==> config.mk <==
export PLATFORM = sky130hd
export DESIGN_NAME = wkr_regs
export DESIGN_NICKNAME = d
export VERILOG_FILES = /design/src/rtl/wkr_pkg.sv /design/src/rtl/wkr_regs.sv
export SDC_FILE = /design/constraint.sdc
export NUM_CORES = 1
export LEC_CHECK = 0
export BUFFER_PORTS_ARGS = -buffer_cell sky130_fd_sc_hd__buf_4
export CORE_MARGIN = 5
export CORE_UTILIZATION = 51
export DETAILED_ROUTE_END_ITERATION = 10
export PLACE_DENSITY = 0.71
export SYNTH_ARGS = -nofsm -noshare
export SYNTH_HDL_FRONTEND = slang
export SYNTH_SLANG_ARGS = --single-unit
==> constraint.sdc <==
create_clock -name clk_sys_i -period 2.3 [get_ports clk_sys_i]
set_clock_uncertainty 0.05 [all_clocks]
set_input_delay 0.115 -clock clk_sys_i [delete_from_list [all_inputs] [get_ports clk_sys_i]]
set_output_delay 0.115 -clock clk_sys_i [all_outputs]
set_load 0.005 [all_outputs]
==> src/rtl/wkr_pkg.sv <==
// constants for the wake-up event interrupt register bank
// assumes a simple strobe register port clocked by clk_sys_i
package wkr_pkg;
    // ************************************************************
    // register offsets
    // ************************************************************
    localparam logic [7:0] OFS_BASE_HIGH = 8'h0a;
    localparam logic [7:0] OFS_IRQ_ENABLE = 8'h0c;
    localparam logic [7:0] OFS_HOST_STATUS = 8'h0e;
    localparam logic [7:0] OFS_WAKE_STATUS = 8'h20;
    localparam logic [7:0] OFS_CTRL = 8'h22;
    localparam logic [7:0] OFS_MON_STATUS = 8'h24;
    localparam logic [7:0] OFS_IRQ_MASK = 8'h26;
    localparam logic [7:0] OFS_IRQ_STATUS = 8'h28;
    // ************************************************************
    // fields and reset values
    // ************************************************************
    localparam int BIT_MODULE = 7;
    localparam int BIT_SOFT = 6;
    localparam int BIT_RING = 3;
    localparam int BIT_RI2 = 1;
    localparam int BIT_RI1 = 0;
    localparam int BIT_SUPPLY_OFF = 7;
    localparam int BIT_PWRBUTTON = 6;
    localparam int BIT_ALARM = 0;
    localparam int BIT_CLEAR_MODE = 0;
    localparam int BIT_RING_MODE = 1;
    localparam int BIT_ADDR_VALID = 2;
    localparam logic [7:0] HOST_STATUS_MASK = 8'h00cb;
    localparam logic [7:0] RST_ZERO = 8'h0000;
    localparam logic [7:0] ADDR_VALID_MASK = 8'h0004;
endpackage

==> src/rtl/wkr_regs.sv <==
// wake-up event and interrupt register bank
// assumes event inputs come from other clocks or pins and are synchronised
//
// The plain strobed port is this design's own decision.
`timescale 1ns/1ps
// How it works
// [RULE1] base high byte, offset 0x0a, reset 0
// [RULE2] enable register cleared on warm reset
// [RULE3] irq drops on status clear or disable
// [RULE4] bit 7 enables supply-off change irq
// [RULE5] bit 6 enables power-button change irq
// [RULE6] bits 5..1 enable sleep request irq
// [RULE7] bit 0 enables alarm rising irq
// [RULE8] host status mirrors wake status, shared clear
// [RULE9] host status cleared on power-up, soft reset
// [RULE10] bit 7 module event, write one clears
// [RULE11] mode 0: bit 6 on soft toggle
// [RULE12] mode 1: bit 6 on soft write
// [RULE13] bit 6 cleared by writing one
// [RULE14] ring flag, zero when ring mode off
// [RULE15] bits 1,0 ring-indicate two and one
// [RULE16] control bit selects soft clear mode
// [RULE17] address valid set by base high write
// [RULE18] write zero keeps; reserved reads zero
module wkr_regs (
    input wire logic clk_sys_i,
    input wire logic nrst_i,
    input wire logic warm_rst_i,
    input wire logic host_soft_rst_i,
    input wire logic [7:0] reg_addr_i,
    input wire logic [7:0] reg_wdata_i,
    input wire logic reg_wr_i,
    input wire logic reg_rd_i,
    output logic [7:0] reg_rdata_o,
    input wire logic supply_off_monitor_i,
    input wire logic pwrbutton_mode_monitor_i,
    input wire logic [4:0] sleep_req_monitor_i,
    input wire logic alarm_active_flag_i,
    input wire logic module_irq_i,
    input wire logic ring_detect_i,
    input wire logic ring_ind_two_i,
    input wire logic ring_ind_one_i,
    output logic wake_irq_o,
    output logic evt_irq_o
);
    import wkr_pkg::*;

    // ************************************************************
    // input synchronisers
    // ************************************************************
    localparam int NSYNC = 14;
    logic [NSYNC-1:0] raw_in;
    logic [NSYNC-1:0] sync1_ff;
    logic [NSYNC-1:0] sync2_ff;
    logic [NSYNC-1:0] prev_ff;
    logic [NSYNC-1:0] rise;
    logic [NSYNC-1:0] chg;

    assign raw_in = {supply_off_monitor_i, pwrbutton_mode_monitor_i,
                     sleep_req_monitor_i, alarm_active_flag_i,
                     module_irq_i, ring_detect_i, ring_ind_two_i,
                     ring_ind_one_i, warm_rst_i, host_soft_rst_i};

    always_ff @(posedge clk_sys_i or negedge nrst_i) begin
        if (!nrst_i) begin
            sync1_ff <= '0;
            sync2_ff <= '0;
            prev_ff <= '0;
        end else begin
            sync1_ff <= raw_in;
            sync2_ff <= sync1_ff;
            prev_ff <= sync2_ff;
        end
    end
    assign rise = sync2_ff & ~prev_ff;
    assign chg = sync2_ff ^ prev_ff;

    logic [7:0] mon_chg;
    logic alarm_rise;
    logic module_evt;
    logic ring_evt;
    logic ri2_evt;
    logic ri1_evt;
    logic warm_rst;
    logic soft_rst;
    // monitors and alarm packed in the enable register layout
    assign mon_chg = {chg[13], chg[12], chg[11:7], 1'b0}; // see [RULE6]
    assign alarm_rise = rise[6]; // see [RULE7]
    assign module_evt = rise[5];
    assign ring_evt = rise[4];
    assign ri2_evt = rise[3];
    assign ri1_evt = rise[2];
    assign warm_rst = sync2_ff[1];
    assign soft_rst = sync2_ff[0];

    // ************************************************************
    // write decode
    // ************************************************************
    logic wr_base;
    logic wr_en;
    logic wr_host;
    logic wr_wake;
    logic wr_ctrl;
    logic wr_mon;
    logic wr_mask;
    logic wr_ists;
    assign wr_base = reg_wr_i && reg_addr_i == OFS_BASE_HIGH;
    assign wr_en = reg_wr_i && reg_addr_i == OFS_IRQ_ENABLE;
    assign wr_host = reg_wr_i && reg_addr_i == OFS_HOST_STATUS;
    assign wr_wake = reg_wr_i && reg_addr_i == OFS_WAKE_STATUS;
    assign wr_ctrl = reg_wr_i && reg_addr_i == OFS_CTRL;
    assign wr_mon = reg_wr_i && reg_addr_i == OFS_MON_STATUS;
    assign wr_mask = reg_wr_i && reg_addr_i == OFS_IRQ_MASK;
    assign wr_ists = reg_wr_i && reg_addr_i == OFS_IRQ_STATUS;

    // ************************************************************
    // base address and control
    // ************************************************************
    logic [7:0] base_upper_byte_ff;
    logic [7:0] ctrl_ff;
    logic soft_event_clear_mode;
    logic ring_mode;
    assign soft_event_clear_mode = ctrl_ff[BIT_CLEAR_MODE]; // see [RULE16]
    assign ring_mode = ctrl_ff[BIT_RING_MODE];

    always_ff @(posedge clk_sys_i or negedge nrst_i) begin
        if (!nrst_i) begin
            base_upper_byte_ff <= RST_ZERO;
        end else if (wr_base) begin
            base_upper_byte_ff <= reg_wdata_i; // see [RULE1]
        end
    end

    // valid flag: set by base write wins over write-one clear
    always_ff @(posedge clk_sys_i or negedge nrst_i) begin
        if (!nrst_i) begin
            ctrl_ff <= RST_ZERO;
        end else if (wr_base) begin
            ctrl_ff[BIT_ADDR_VALID] <= 1'b1; // see [RULE17]
            if (wr_ctrl) begin
                ctrl_ff[1:0] <= reg_wdata_i[1:0];
            end
        end else if (wr_ctrl) begin
            ctrl_ff[1:0] <= reg_wdata_i[1:0];
            if (reg_wdata_i[BIT_ADDR_VALID]) begin
                ctrl_ff[BIT_ADDR_VALID] <= 1'b0;
            end
        end
    end

    // ************************************************************
    // enable and monitor change status
    // ************************************************************
    logic [7:0] wake_irq_enable_ff;
    logic [7:0] mon_sts_ff;
    logic wake_irq_ff;

    always_ff @(posedge clk_sys_i or negedge nrst_i) begin
        if (!nrst_i) begin
            wake_irq_enable_ff <= RST_ZERO;
        end else if (warm_rst) begin
            wake_irq_enable_ff <= RST_ZERO; // see [RULE2]
        end else if (wr_en) begin
            wake_irq_enable_ff <= reg_wdata_i;
        end
    end

    // change latches; set wins over write-one clear
    always_ff @(posedge clk_sys_i or negedge nrst_i) begin
        if (!nrst_i) begin
            mon_sts_ff <= RST_ZERO;
        end else begin
            mon_sts_ff <= (mon_sts_ff & ~({8{wr_mon}} & reg_wdata_i))
                          | mon_chg | {7'b0, alarm_rise}; // see [RULE18]
        end
    end

    // level irq: status and enable, drops on either cleared
    always_ff @(posedge clk_sys_i or negedge nrst_i) begin
        if (!nrst_i) begin
            wake_irq_ff <= 1'b0;
        end else begin
            wake_irq_ff <= |(mon_sts_ff & wake_irq_enable_ff); // see [RULE3]
        end
    end
    // per-source gating in the or-reduce above: see [RULE4] [RULE5]
    // see [RULE6] [RULE7]

    // ************************************************************
    // host event status, shared with the wake status view
    // ************************************************************
    logic [7:0] host_event_status_ff;
    logic [7:0] nxt_host_status;
    logic [7:0] host_set;
    logic [7:0] host_clr;
    logic soft_prev_ff;
    logic soft_set;

    // soft flag set by writing one to the wake view soft bit
    assign soft_set = wr_wake && reg_wdata_i[BIT_SOFT] &&
                      (soft_event_clear_mode || !soft_prev_ff);
    // see [RULE11] [RULE12]

    always_ff @(posedge clk_sys_i or negedge nrst_i) begin
        if (!nrst_i) begin
            soft_prev_ff <= 1'b0;
        end else if (wr_wake && reg_wdata_i[BIT_SOFT]) begin
            soft_prev_ff <= 1'b1;
        end else if (!host_event_status_ff[BIT_SOFT]) begin
            soft_prev_ff <= 1'b0;
        end
    end

    always_comb begin
        host_set = RST_ZERO;
        host_set[BIT_MODULE] = module_evt; // see [RULE10]
        host_set[BIT_SOFT] = soft_set;
        host_set[BIT_RING] = ring_evt & ring_mode; // see [RULE14]
        host_set[BIT_RI2] = ri2_evt; // see [RULE15]
        host_set[BIT_RI1] = ri1_evt;
        host_clr = ({8{wr_host}} & reg_wdata_i); // see [RULE13]
        if (wr_wake) begin
            host_clr = host_clr | (reg_wdata_i & ~8'h0040);
        end
        // see [RULE8]
        nxt_host_status = ((host_event_status_ff & ~host_clr) | host_set)
                          & HOST_STATUS_MASK;
        if (!ring_mode) begin
            nxt_host_status[BIT_RING] = 1'b0;
        end
    end

    always_ff @(posedge clk_sys_i or negedge nrst_i) begin
        if (!nrst_i) begin
            host_event_status_ff <= RST_ZERO;
        end else if (soft_rst) begin
            host_event_status_ff <= RST_ZERO; // see [RULE9]
        end else begin
            host_event_status_ff <= nxt_host_status;
        end
    end

    // ************************************************************
    // interrupt summary for host events
    // ************************************************************
    logic [7:0] irq_mask_ff;
    logic [7:0] irq_sts_ff;
    logic evt_irq_ff;

    always_ff @(posedge clk_sys_i or negedge nrst_i) begin
        if (!nrst_i) begin
            irq_mask_ff <= RST_ZERO;
        end else if (wr_mask) begin
            irq_mask_ff <= reg_wdata_i & HOST_STATUS_MASK;
        end
    end

    always_ff @(posedge clk_sys_i or negedge nrst_i) begin
        if (!nrst_i) begin
            irq_sts_ff <= RST_ZERO;
        end else begin
            irq_sts_ff <= (irq_sts_ff & ~({8{wr_ists}} & reg_wdata_i))
                          | host_set;
        end
    end

    always_ff @(posedge clk_sys_i or negedge nrst_i) begin
        if (!nrst_i) begin
            evt_irq_ff <= 1'b0;
        end else begin
            evt_irq_ff <= |(irq_sts_ff & irq_mask_ff);
        end
    end

    // ************************************************************
    // read port
    // ************************************************************
    logic [7:0] rd_mux;
    always_comb begin
        case (reg_addr_i)
            OFS_BASE_HIGH: rd_mux = base_upper_byte_ff;
            OFS_IRQ_ENABLE: rd_mux = wake_irq_enable_ff;
            OFS_HOST_STATUS: rd_mux = host_event_status_ff;
            OFS_WAKE_STATUS: rd_mux = host_event_status_ff;
            OFS_CTRL: rd_mux = ctrl_ff & (ADDR_VALID_MASK | 8'h0003);
            OFS_MON_STATUS: rd_mux = mon_sts_ff;
            OFS_IRQ_MASK: rd_mux = irq_mask_ff;
            OFS_IRQ_STATUS: rd_mux = irq_sts_ff;
            default: rd_mux = RST_ZERO;
        endcase
    end

    logic [7:0] rdata_ff;
    always_ff @(posedge clk_sys_i or negedge nrst_i) begin
        if (!nrst_i) begin
            rdata_ff <= RST_ZERO;
        end else if (reg_rd_i) begin
            rdata_ff <= rd_mux;
        end else begin
            rdata_ff <= RST_ZERO;
        end
    end

    assign reg_rdata_o = rdata_ff;
    assign wake_irq_o = wake_irq_ff;
    assign evt_irq_o = evt_irq_ff;

    // ************************************************************
    // checks
    // ************************************************************
    warm_clears_en_a: assert property (@(posedge clk_sys_i) // see [RULE2]
        disable iff (!nrst_i) warm_rst |=> wake_irq_enable_ff == 8'h0000)
        else $error("enable not cleared by warm reset");
    irq_follows_a: assert property (@(posedge clk_sys_i) // see [RULE3]
        disable iff (!nrst_i)
        (|(mon_sts_ff & wake_irq_enable_ff)) |=> wake_irq_o)
        else $error("wake irq mismatch");
    irq_drops_a: assert property (@(posedge clk_sys_i) // see [RULE3]
        disable iff (!nrst_i)
        !(|(mon_sts_ff & wake_irq_enable_ff)) |=> !wake_irq_o)
        else $error("wake irq stuck high");
    base_write_a: assert property (@(posedge clk_sys_i) // see [RULE1]
        disable iff (!nrst_i)
        wr_base |=> base_upper_byte_ff == $past(reg_wdata_i))
        else $error("base byte not stored");
    valid_set_a: assert property (@(posedge clk_sys_i) // see [RULE17]
        disable iff (!nrst_i) wr_base |=> ctrl_ff[BIT_ADDR_VALID])
        else $error("valid flag not set");
    soft_rst_a: assert property (@(posedge clk_sys_i) // see [RULE9]
        disable iff (!nrst_i) soft_rst |=> host_event_status_ff == 8'h0000)
        else $error("host status not cleared");
    ring_off_a: assert property (@(posedge clk_sys_i) // see [RULE14]
        disable iff (!nrst_i)
        !$past(ring_mode) |-> !host_event_status_ff[BIT_RING])
        else $error("ring flag set while off");
    reserved_zero_a: assert property (@(posedge clk_sys_i) // see [RULE18]
        disable iff (!nrst_i) (host_event_status_ff & 8'h0034) == 8'h0000)
        else $error("reserved bit set");
    module_evt_a: assert property (@(posedge clk_sys_i) // see [RULE10]
        disable iff (!nrst_i)
        module_evt && !soft_rst |=> host_event_status_ff[BIT_MODULE])
        else $error("module event lost");
    soft_mode_a: assert property (@(posedge clk_sys_i) // see [RULE12]
        disable iff (!nrst_i)
        wr_wake && reg_wdata_i[BIT_SOFT] && soft_event_clear_mode
        && !soft_rst |=> host_event_status_ff[BIT_SOFT])
        else $error("soft flag not set");
    read_data_a: assert property (@(posedge clk_sys_i)
        disable iff (!nrst_i) reg_rd_i |=> reg_rdata_o == $past(rd_mux))
        else $error("read data wrong");
    supply_chg_a: assert property (@(posedge clk_sys_i) // see [RULE4]
        disable iff (!nrst_i)
        $changed(supply_off_monitor_i) |-> ##3 mon_sts_ff[BIT_SUPPLY_OFF])
        else $error("supply-off change lost");
    button_chg_a: assert property (@(posedge clk_sys_i) // see [RULE5]
        disable iff (!nrst_i)
        $changed(pwrbutton_mode_monitor_i) |-> ##3 mon_sts_ff[BIT_PWRBUTTON])
        else $error("power-button change lost");
    sleep_chg_a: assert property (@(posedge clk_sys_i) // see [RULE6]
        disable iff (!nrst_i)
        $changed(sleep_req_monitor_i) |-> ##3 mon_sts_ff[5:1] != 5'h00)
        else $error("sleep request change lost");
    alarm_rise_a: assert property (@(posedge clk_sys_i) // see [RULE7]
        disable iff (!nrst_i)
        $rose(alarm_active_flag_i) |-> ##3 mon_sts_ff[BIT_ALARM])
        else $error("alarm rise lost");
    ring_set_a: assert property (@(posedge clk_sys_i) // see [RULE14]
        disable iff (!nrst_i)
        ring_evt && ring_mode && !soft_rst |=> host_event_status_ff[BIT_RING])
        else $error("ring event lost");
    ri_set_a: assert property (@(posedge clk_sys_i) // see [RULE15]
        disable iff (!nrst_i)
        ri1_evt && !soft_rst |=> host_event_status_ff[BIT_RI1])
        else $error("ring-indicate event lost");
    soft_clear_a: assert property (@(posedge clk_sys_i) // see [RULE13]
        disable iff (!nrst_i)
        wr_host && reg_wdata_i[BIT_SOFT] |=> !host_event_status_ff[BIT_SOFT])
        else $error("soft flag not cleared");
    evt_irq_a: assert property (@(posedge clk_sys_i)
        disable iff (!nrst_i)
        (|(irq_sts_ff & irq_mask_ff)) |=> evt_irq_o)
        else $error("event irq not raised");
endmodule

==> results.json <==
{
  "synth.ff_latch_count": 96,
  "asyncSetResetFlopFracSynth_pct": 100,
  "postLayoutCoreUtil_pct": 64.4,
  "postRouteWirelength_mm": 8.33,
  "critical_path.max_fanout": 16,
  "diodes": 0,
  "routed_via_density": 5.50,
  "finalSetupTns_ns": 0,
  "drt_iter0_drc": 164,
  "final_critical_delay_including_setup_and_external_delays_ns": 2.11,
  "postLayoutCellArea_um2": 4650,
  "postRouteAntennaNets": 0,
  "timing.hold.worst.start": "reg_wdata_i[0]",
  "synth_most_common_cell": "sky130_fd_sc_hd__dfrtp_1",
  "timing.critical_path.slowest_stage_cell": "sky130_fd_sc_hd__or4b_2",
  "setup.worst_path.start_class": "input port",
  "kind_of_cell_adding_the_most_delay_to_the_critical_path": "simple AND/OR/NAND/NOR gates",
  "critical_path_arrival_ns": 2.30,
  "number_of_enable_flip_flop_cells_after_synthesis": 0,
  "reg2reg_depth": 4,
  "clk_transition_reported_paths_ns": 0.09,
  "relSlewSlack_pct": 50.2,
  "gp_congestion": 0.929,
  "die-height_um": 95.9,
  "hold_path_depth": 2,
  "route.detailed.wl_per_inst_um": 17.7,
  "regToRegEndpoint": "reg_rdata_o[0]",
  "fin_crit_sh_pct": 91.8,
  "synth_seq_area_share_pct": 63.8,
  "vias": 2596,
  "cts.root.buffer_cell": "sky130_fd_sc_hd__clkbuf_8",
  "syn-instance-count": 293,
  "dr.pass1.iters": 4,
  "maxCapViolations": 0,
  "postPlaceCellArea_um2": 4230,
  "clkSinkCount": 96,
  "post-cts-setup-buffer-count": 0,
  "vdd_ir_drop_max_mv": 0.420,
  "status": "completed",
  "floorplan.die.width_um": 95.9,
  "crit_buf_inv": 2,
  "worstPathCellList": "dlygate4sd3_1 -> buf_4 -> or4b_2 -> a21oi_1 -> and2_1 -> a211oi_1",
  "fraction_of_layout_instances_using_a_drive_strength_above_1_pct": 23.3,
  "yosysWarningCount": 0,
  "static-leakage-power_uw": 0.00207,
  "critical-path-max-stage-delay_ns": 0.67,
  "hold_path_class": "input port to register",
  "critical_path.reg2reg.startpoint": "ctrl_ff[0]",
  "flow.area_growth_from_synthesis_pct": 23.5,
  "post_cts_resized": 0,
  "netlist_top_cells_area": "sky130_fd_sc_hd__dfrtp_1 64%, sky130_fd_sc_hd__mux2_2 4.5%, sky130_fd_sc_hd__mux2i_1 2.7%, sky130_fd_sc_hd__nor2b_1 2.7%, sky130_fd_sc_hd__a22oi_1 2.6%",
  "rows": 31,
  "dp.final_hpwl_mm": 5.81,
  "synth_flop_cell": "sky130_fd_sc_hd__dfrtp_1",
  "postCtsHoldBufs": 21,
  "synth_area_um2": 3760,
  "cts_inserted_buffers": 9,
  "synth_largest_area_cell": "sky130_fd_sc_hd__dfrtp_1",
  "min_delay_worst_endpoint": "ctrl_ff[0]",
  "grt_use_total_pct": 19.9,
  "die_area_um2": 9200,
  "boundary_pin_count": 44,
  "synth_top_area_share_pct": 63.8,
  "report.final.slew_viol_count": 0,
  "power.density_nw_per_um2": 659,
  "tightestPinTransition_ns": 0.745,
  "hold_violations": 0,
  "r2r_slack_ns": 0.77,
  "grt_pass1_vias": 2627,
  "start_util_pct": 52.2,
  "report.final.setup_viol": 0,
  "fmax_ghz": 0.474,
  "port_buffers": 43,
  "ys_types": 45,
  "drt_drc_violations_left": 0,
  "grt_pass1_wl_mm": 13.6,
  "antenna_found_initial": 0,
  "crit_required_ns": 2.49,
  "setup.worst_path.end_class": "register",
  "clock_latency_ns": 0.36,
  "finalPower_uw": 3060,
  "maximum_number_of_pins_on_one_net_before_global_route_repair": 66,
  "rsz0062_at_grt": "false",
  "globalRoute.totalOverflow": 0,
  "synth_nets": 327,
  "core_area_um2": 7210,
  "fin_nets": 402,
  "synth.cells.most_frequent": "96 x sky130_fd_sc_hd__dfrtp_1, 21 x sky130_fd_sc_hd__nand2_1, 17 x sky130_fd_sc_hd__nor2_1, 16 x sky130_fd_sc_hd__nor2b_1, 15 x sky130_fd_sc_hd__mux2_2",
  "setup.worst_path.class": "input port to register",
  "htree_num_levels": 3,
  "syn_avg_cell_area_um2": 12.8,
  "ctsLongestPathBuffers": 2,
  "cts_tree": "done"
}
-- metrics by stage --
step                      hold WS, ns  cells  setup WS, ns
final                          0.0236    472         0.189
after global routing           0.0113    472         0.136
after CTS                    0.000868    470         0.235
after floorplan                -0.231    293         0.665
after global placement         0.0312    433         0.434
after detailed placement       0.0338    433         0.417
-- worst register-to-register path, cell delays in order, from the launching register on --
cell	delay (ns)
sky130_fd_sc_hd__dfrtp_1	0.40
sky130_fd_sc_hd__nand3b_1	0.09
sky130_fd_sc_hd__a2111oi_0	0.54
sky130_fd_sc_hd__a21oi_1	0.09
sky130_fd_sc_hd__a31oi_1	0.26
-- worst max path at each step --
stage	end	startpoint	cells after the start	slack, ns
floorplan	wake_irq_enable_ff[0]	reg_addr_i[4]	5	0.66
global placement	reg_rdata_o[6]	reg_addr_i[0]	5	0.43
detailed placement	host_event_status_ff[1]	reg_addr_i[1]	5	0.42
CTS	host_event_status_ff[0]	reg_addr_i[1]	6	0.23
global route	reg_rdata_o[6]	reg_addr_i[1]	6	0.14
finish	host_event_status_ff[0]	reg_addr_i[1]	6	0.19
-- metal layers --
metal	track usage, %	vias to the layer above	share of wire (%)	wire (um)
met5	0	-	0	0
met4	7.35	0	1.9	162
met3	4.69	14	5.4	453
met2	30.5	81	46	3860
met1	27.7	1286	46	3860
li1	-	1215	-	-
-- cell families after synthesis --
family	after synthesis	share of synthesized area (%)
XOR/XNOR	8	1.86
AO/OA/AOI/OAI	63	12.6
multiplexers	25	7.15
AND/OR/NAND/NOR	90	13.3
buffers and inverters	11	1.30
flip-flops	96	63.8
-- final cells by class --
type,instances,area [um2]
Timing Repair Buffer,72,611
Sequential cell,96,2400
Inverter,3,11.3
Multi-Input combinational cell,186,1310
Clock inverter,6,58.8
Clock buffer,10,128
Fill cell,607,2570
Tap cell,99,124
-- sequential cells by signal, summed over array words and instances (netlist names) --
name                  cells
wake_irq_enable_ff        8
irq_mask_ff               5
reg_rdata_o               8
sync1_ff                 14
soft_prev_ff              1
sync2_ff                 14
base_upper_byte_ff        8
prev_ff                  12
mon_sts_ff                8
irq_sts_ff                8
wake_irq_o                1
evt_irq_o                 1
host_event_status_ff      5
ctrl_ff                   3
-- where the power goes --
part | leakage (uW) | internal, uW | switching [uW]
clock network | 0.0000928 | 422 | 604
registers | 0.00118 | 1750 | 38.9
logic | 0.000790 | 124 | 123
-- cells in the final DEF (no fill, tap or decap), types with 3 or more instances in the layout --
| cell | Yosys | final |
|---|---|---|
| sky130_fd_sc_hd__mux2_2 | 15 | 15 |
| sky130_fd_sc_hd__inv_1 | 3 | 3 |
| sky130_fd_sc_hd__a32oi_1 | 3 | 3 |
| sky130_fd_sc_hd__nor2_1 | 17 | 17 |
| sky130_fd_sc_hd__dfrtp_1 | 96 | 96 |
| sky130_fd_sc_hd__nand3b_1 | 5 | 5 |
| sky130_fd_sc_hd__a21boi_0 | 3 | 3 |
| sky130_fd_sc_hd__nand3_1 | 5 | 5 |
| sky130_fd_sc_hd__nand2b_1 | 4 | 4 |
| sky130_fd_sc_hd__a211oi_1 | 3 | 3 |
| sky130_fd_sc_hd__buf_4 | 0 | 48 |
| sky130_fd_sc_hd__dlygate4sd3_1 | 0 | 23 |
| sky130_fd_sc_hd__mux2i_1 | 10 | 10 |
| sky130_fd_sc_hd__nor3_1 | 6 | 6 |
| sky130_fd_sc_hd__a21o_1 | 10 | 10 |
| sky130_fd_sc_hd__o21ai_0 | 3 | 3 |
| sky130_fd_sc_hd__a31oi_1 | 5 | 5 |
| sky130_fd_sc_hd__nand2_1 | 21 | 21 |
| sky130_fd_sc_hd__a22oi_1 | 13 | 13 |
| sky130_fd_sc_hd__nor2b_1 | 16 | 16 |
| sky130_fd_sc_hd__a22o_1 | 7 | 7 |
| sky130_fd_sc_hd__inv_8 | 0 | 3 |
| sky130_fd_sc_hd__a21oi_1 | 6 | 6 |
| sky130_fd_sc_hd__clkbuf_8 | 0 | 9 |
| sky130_fd_sc_hd__xor2_1 | 7 | 7 |
No activity file was read; power rests on OpenSTA's default activity.
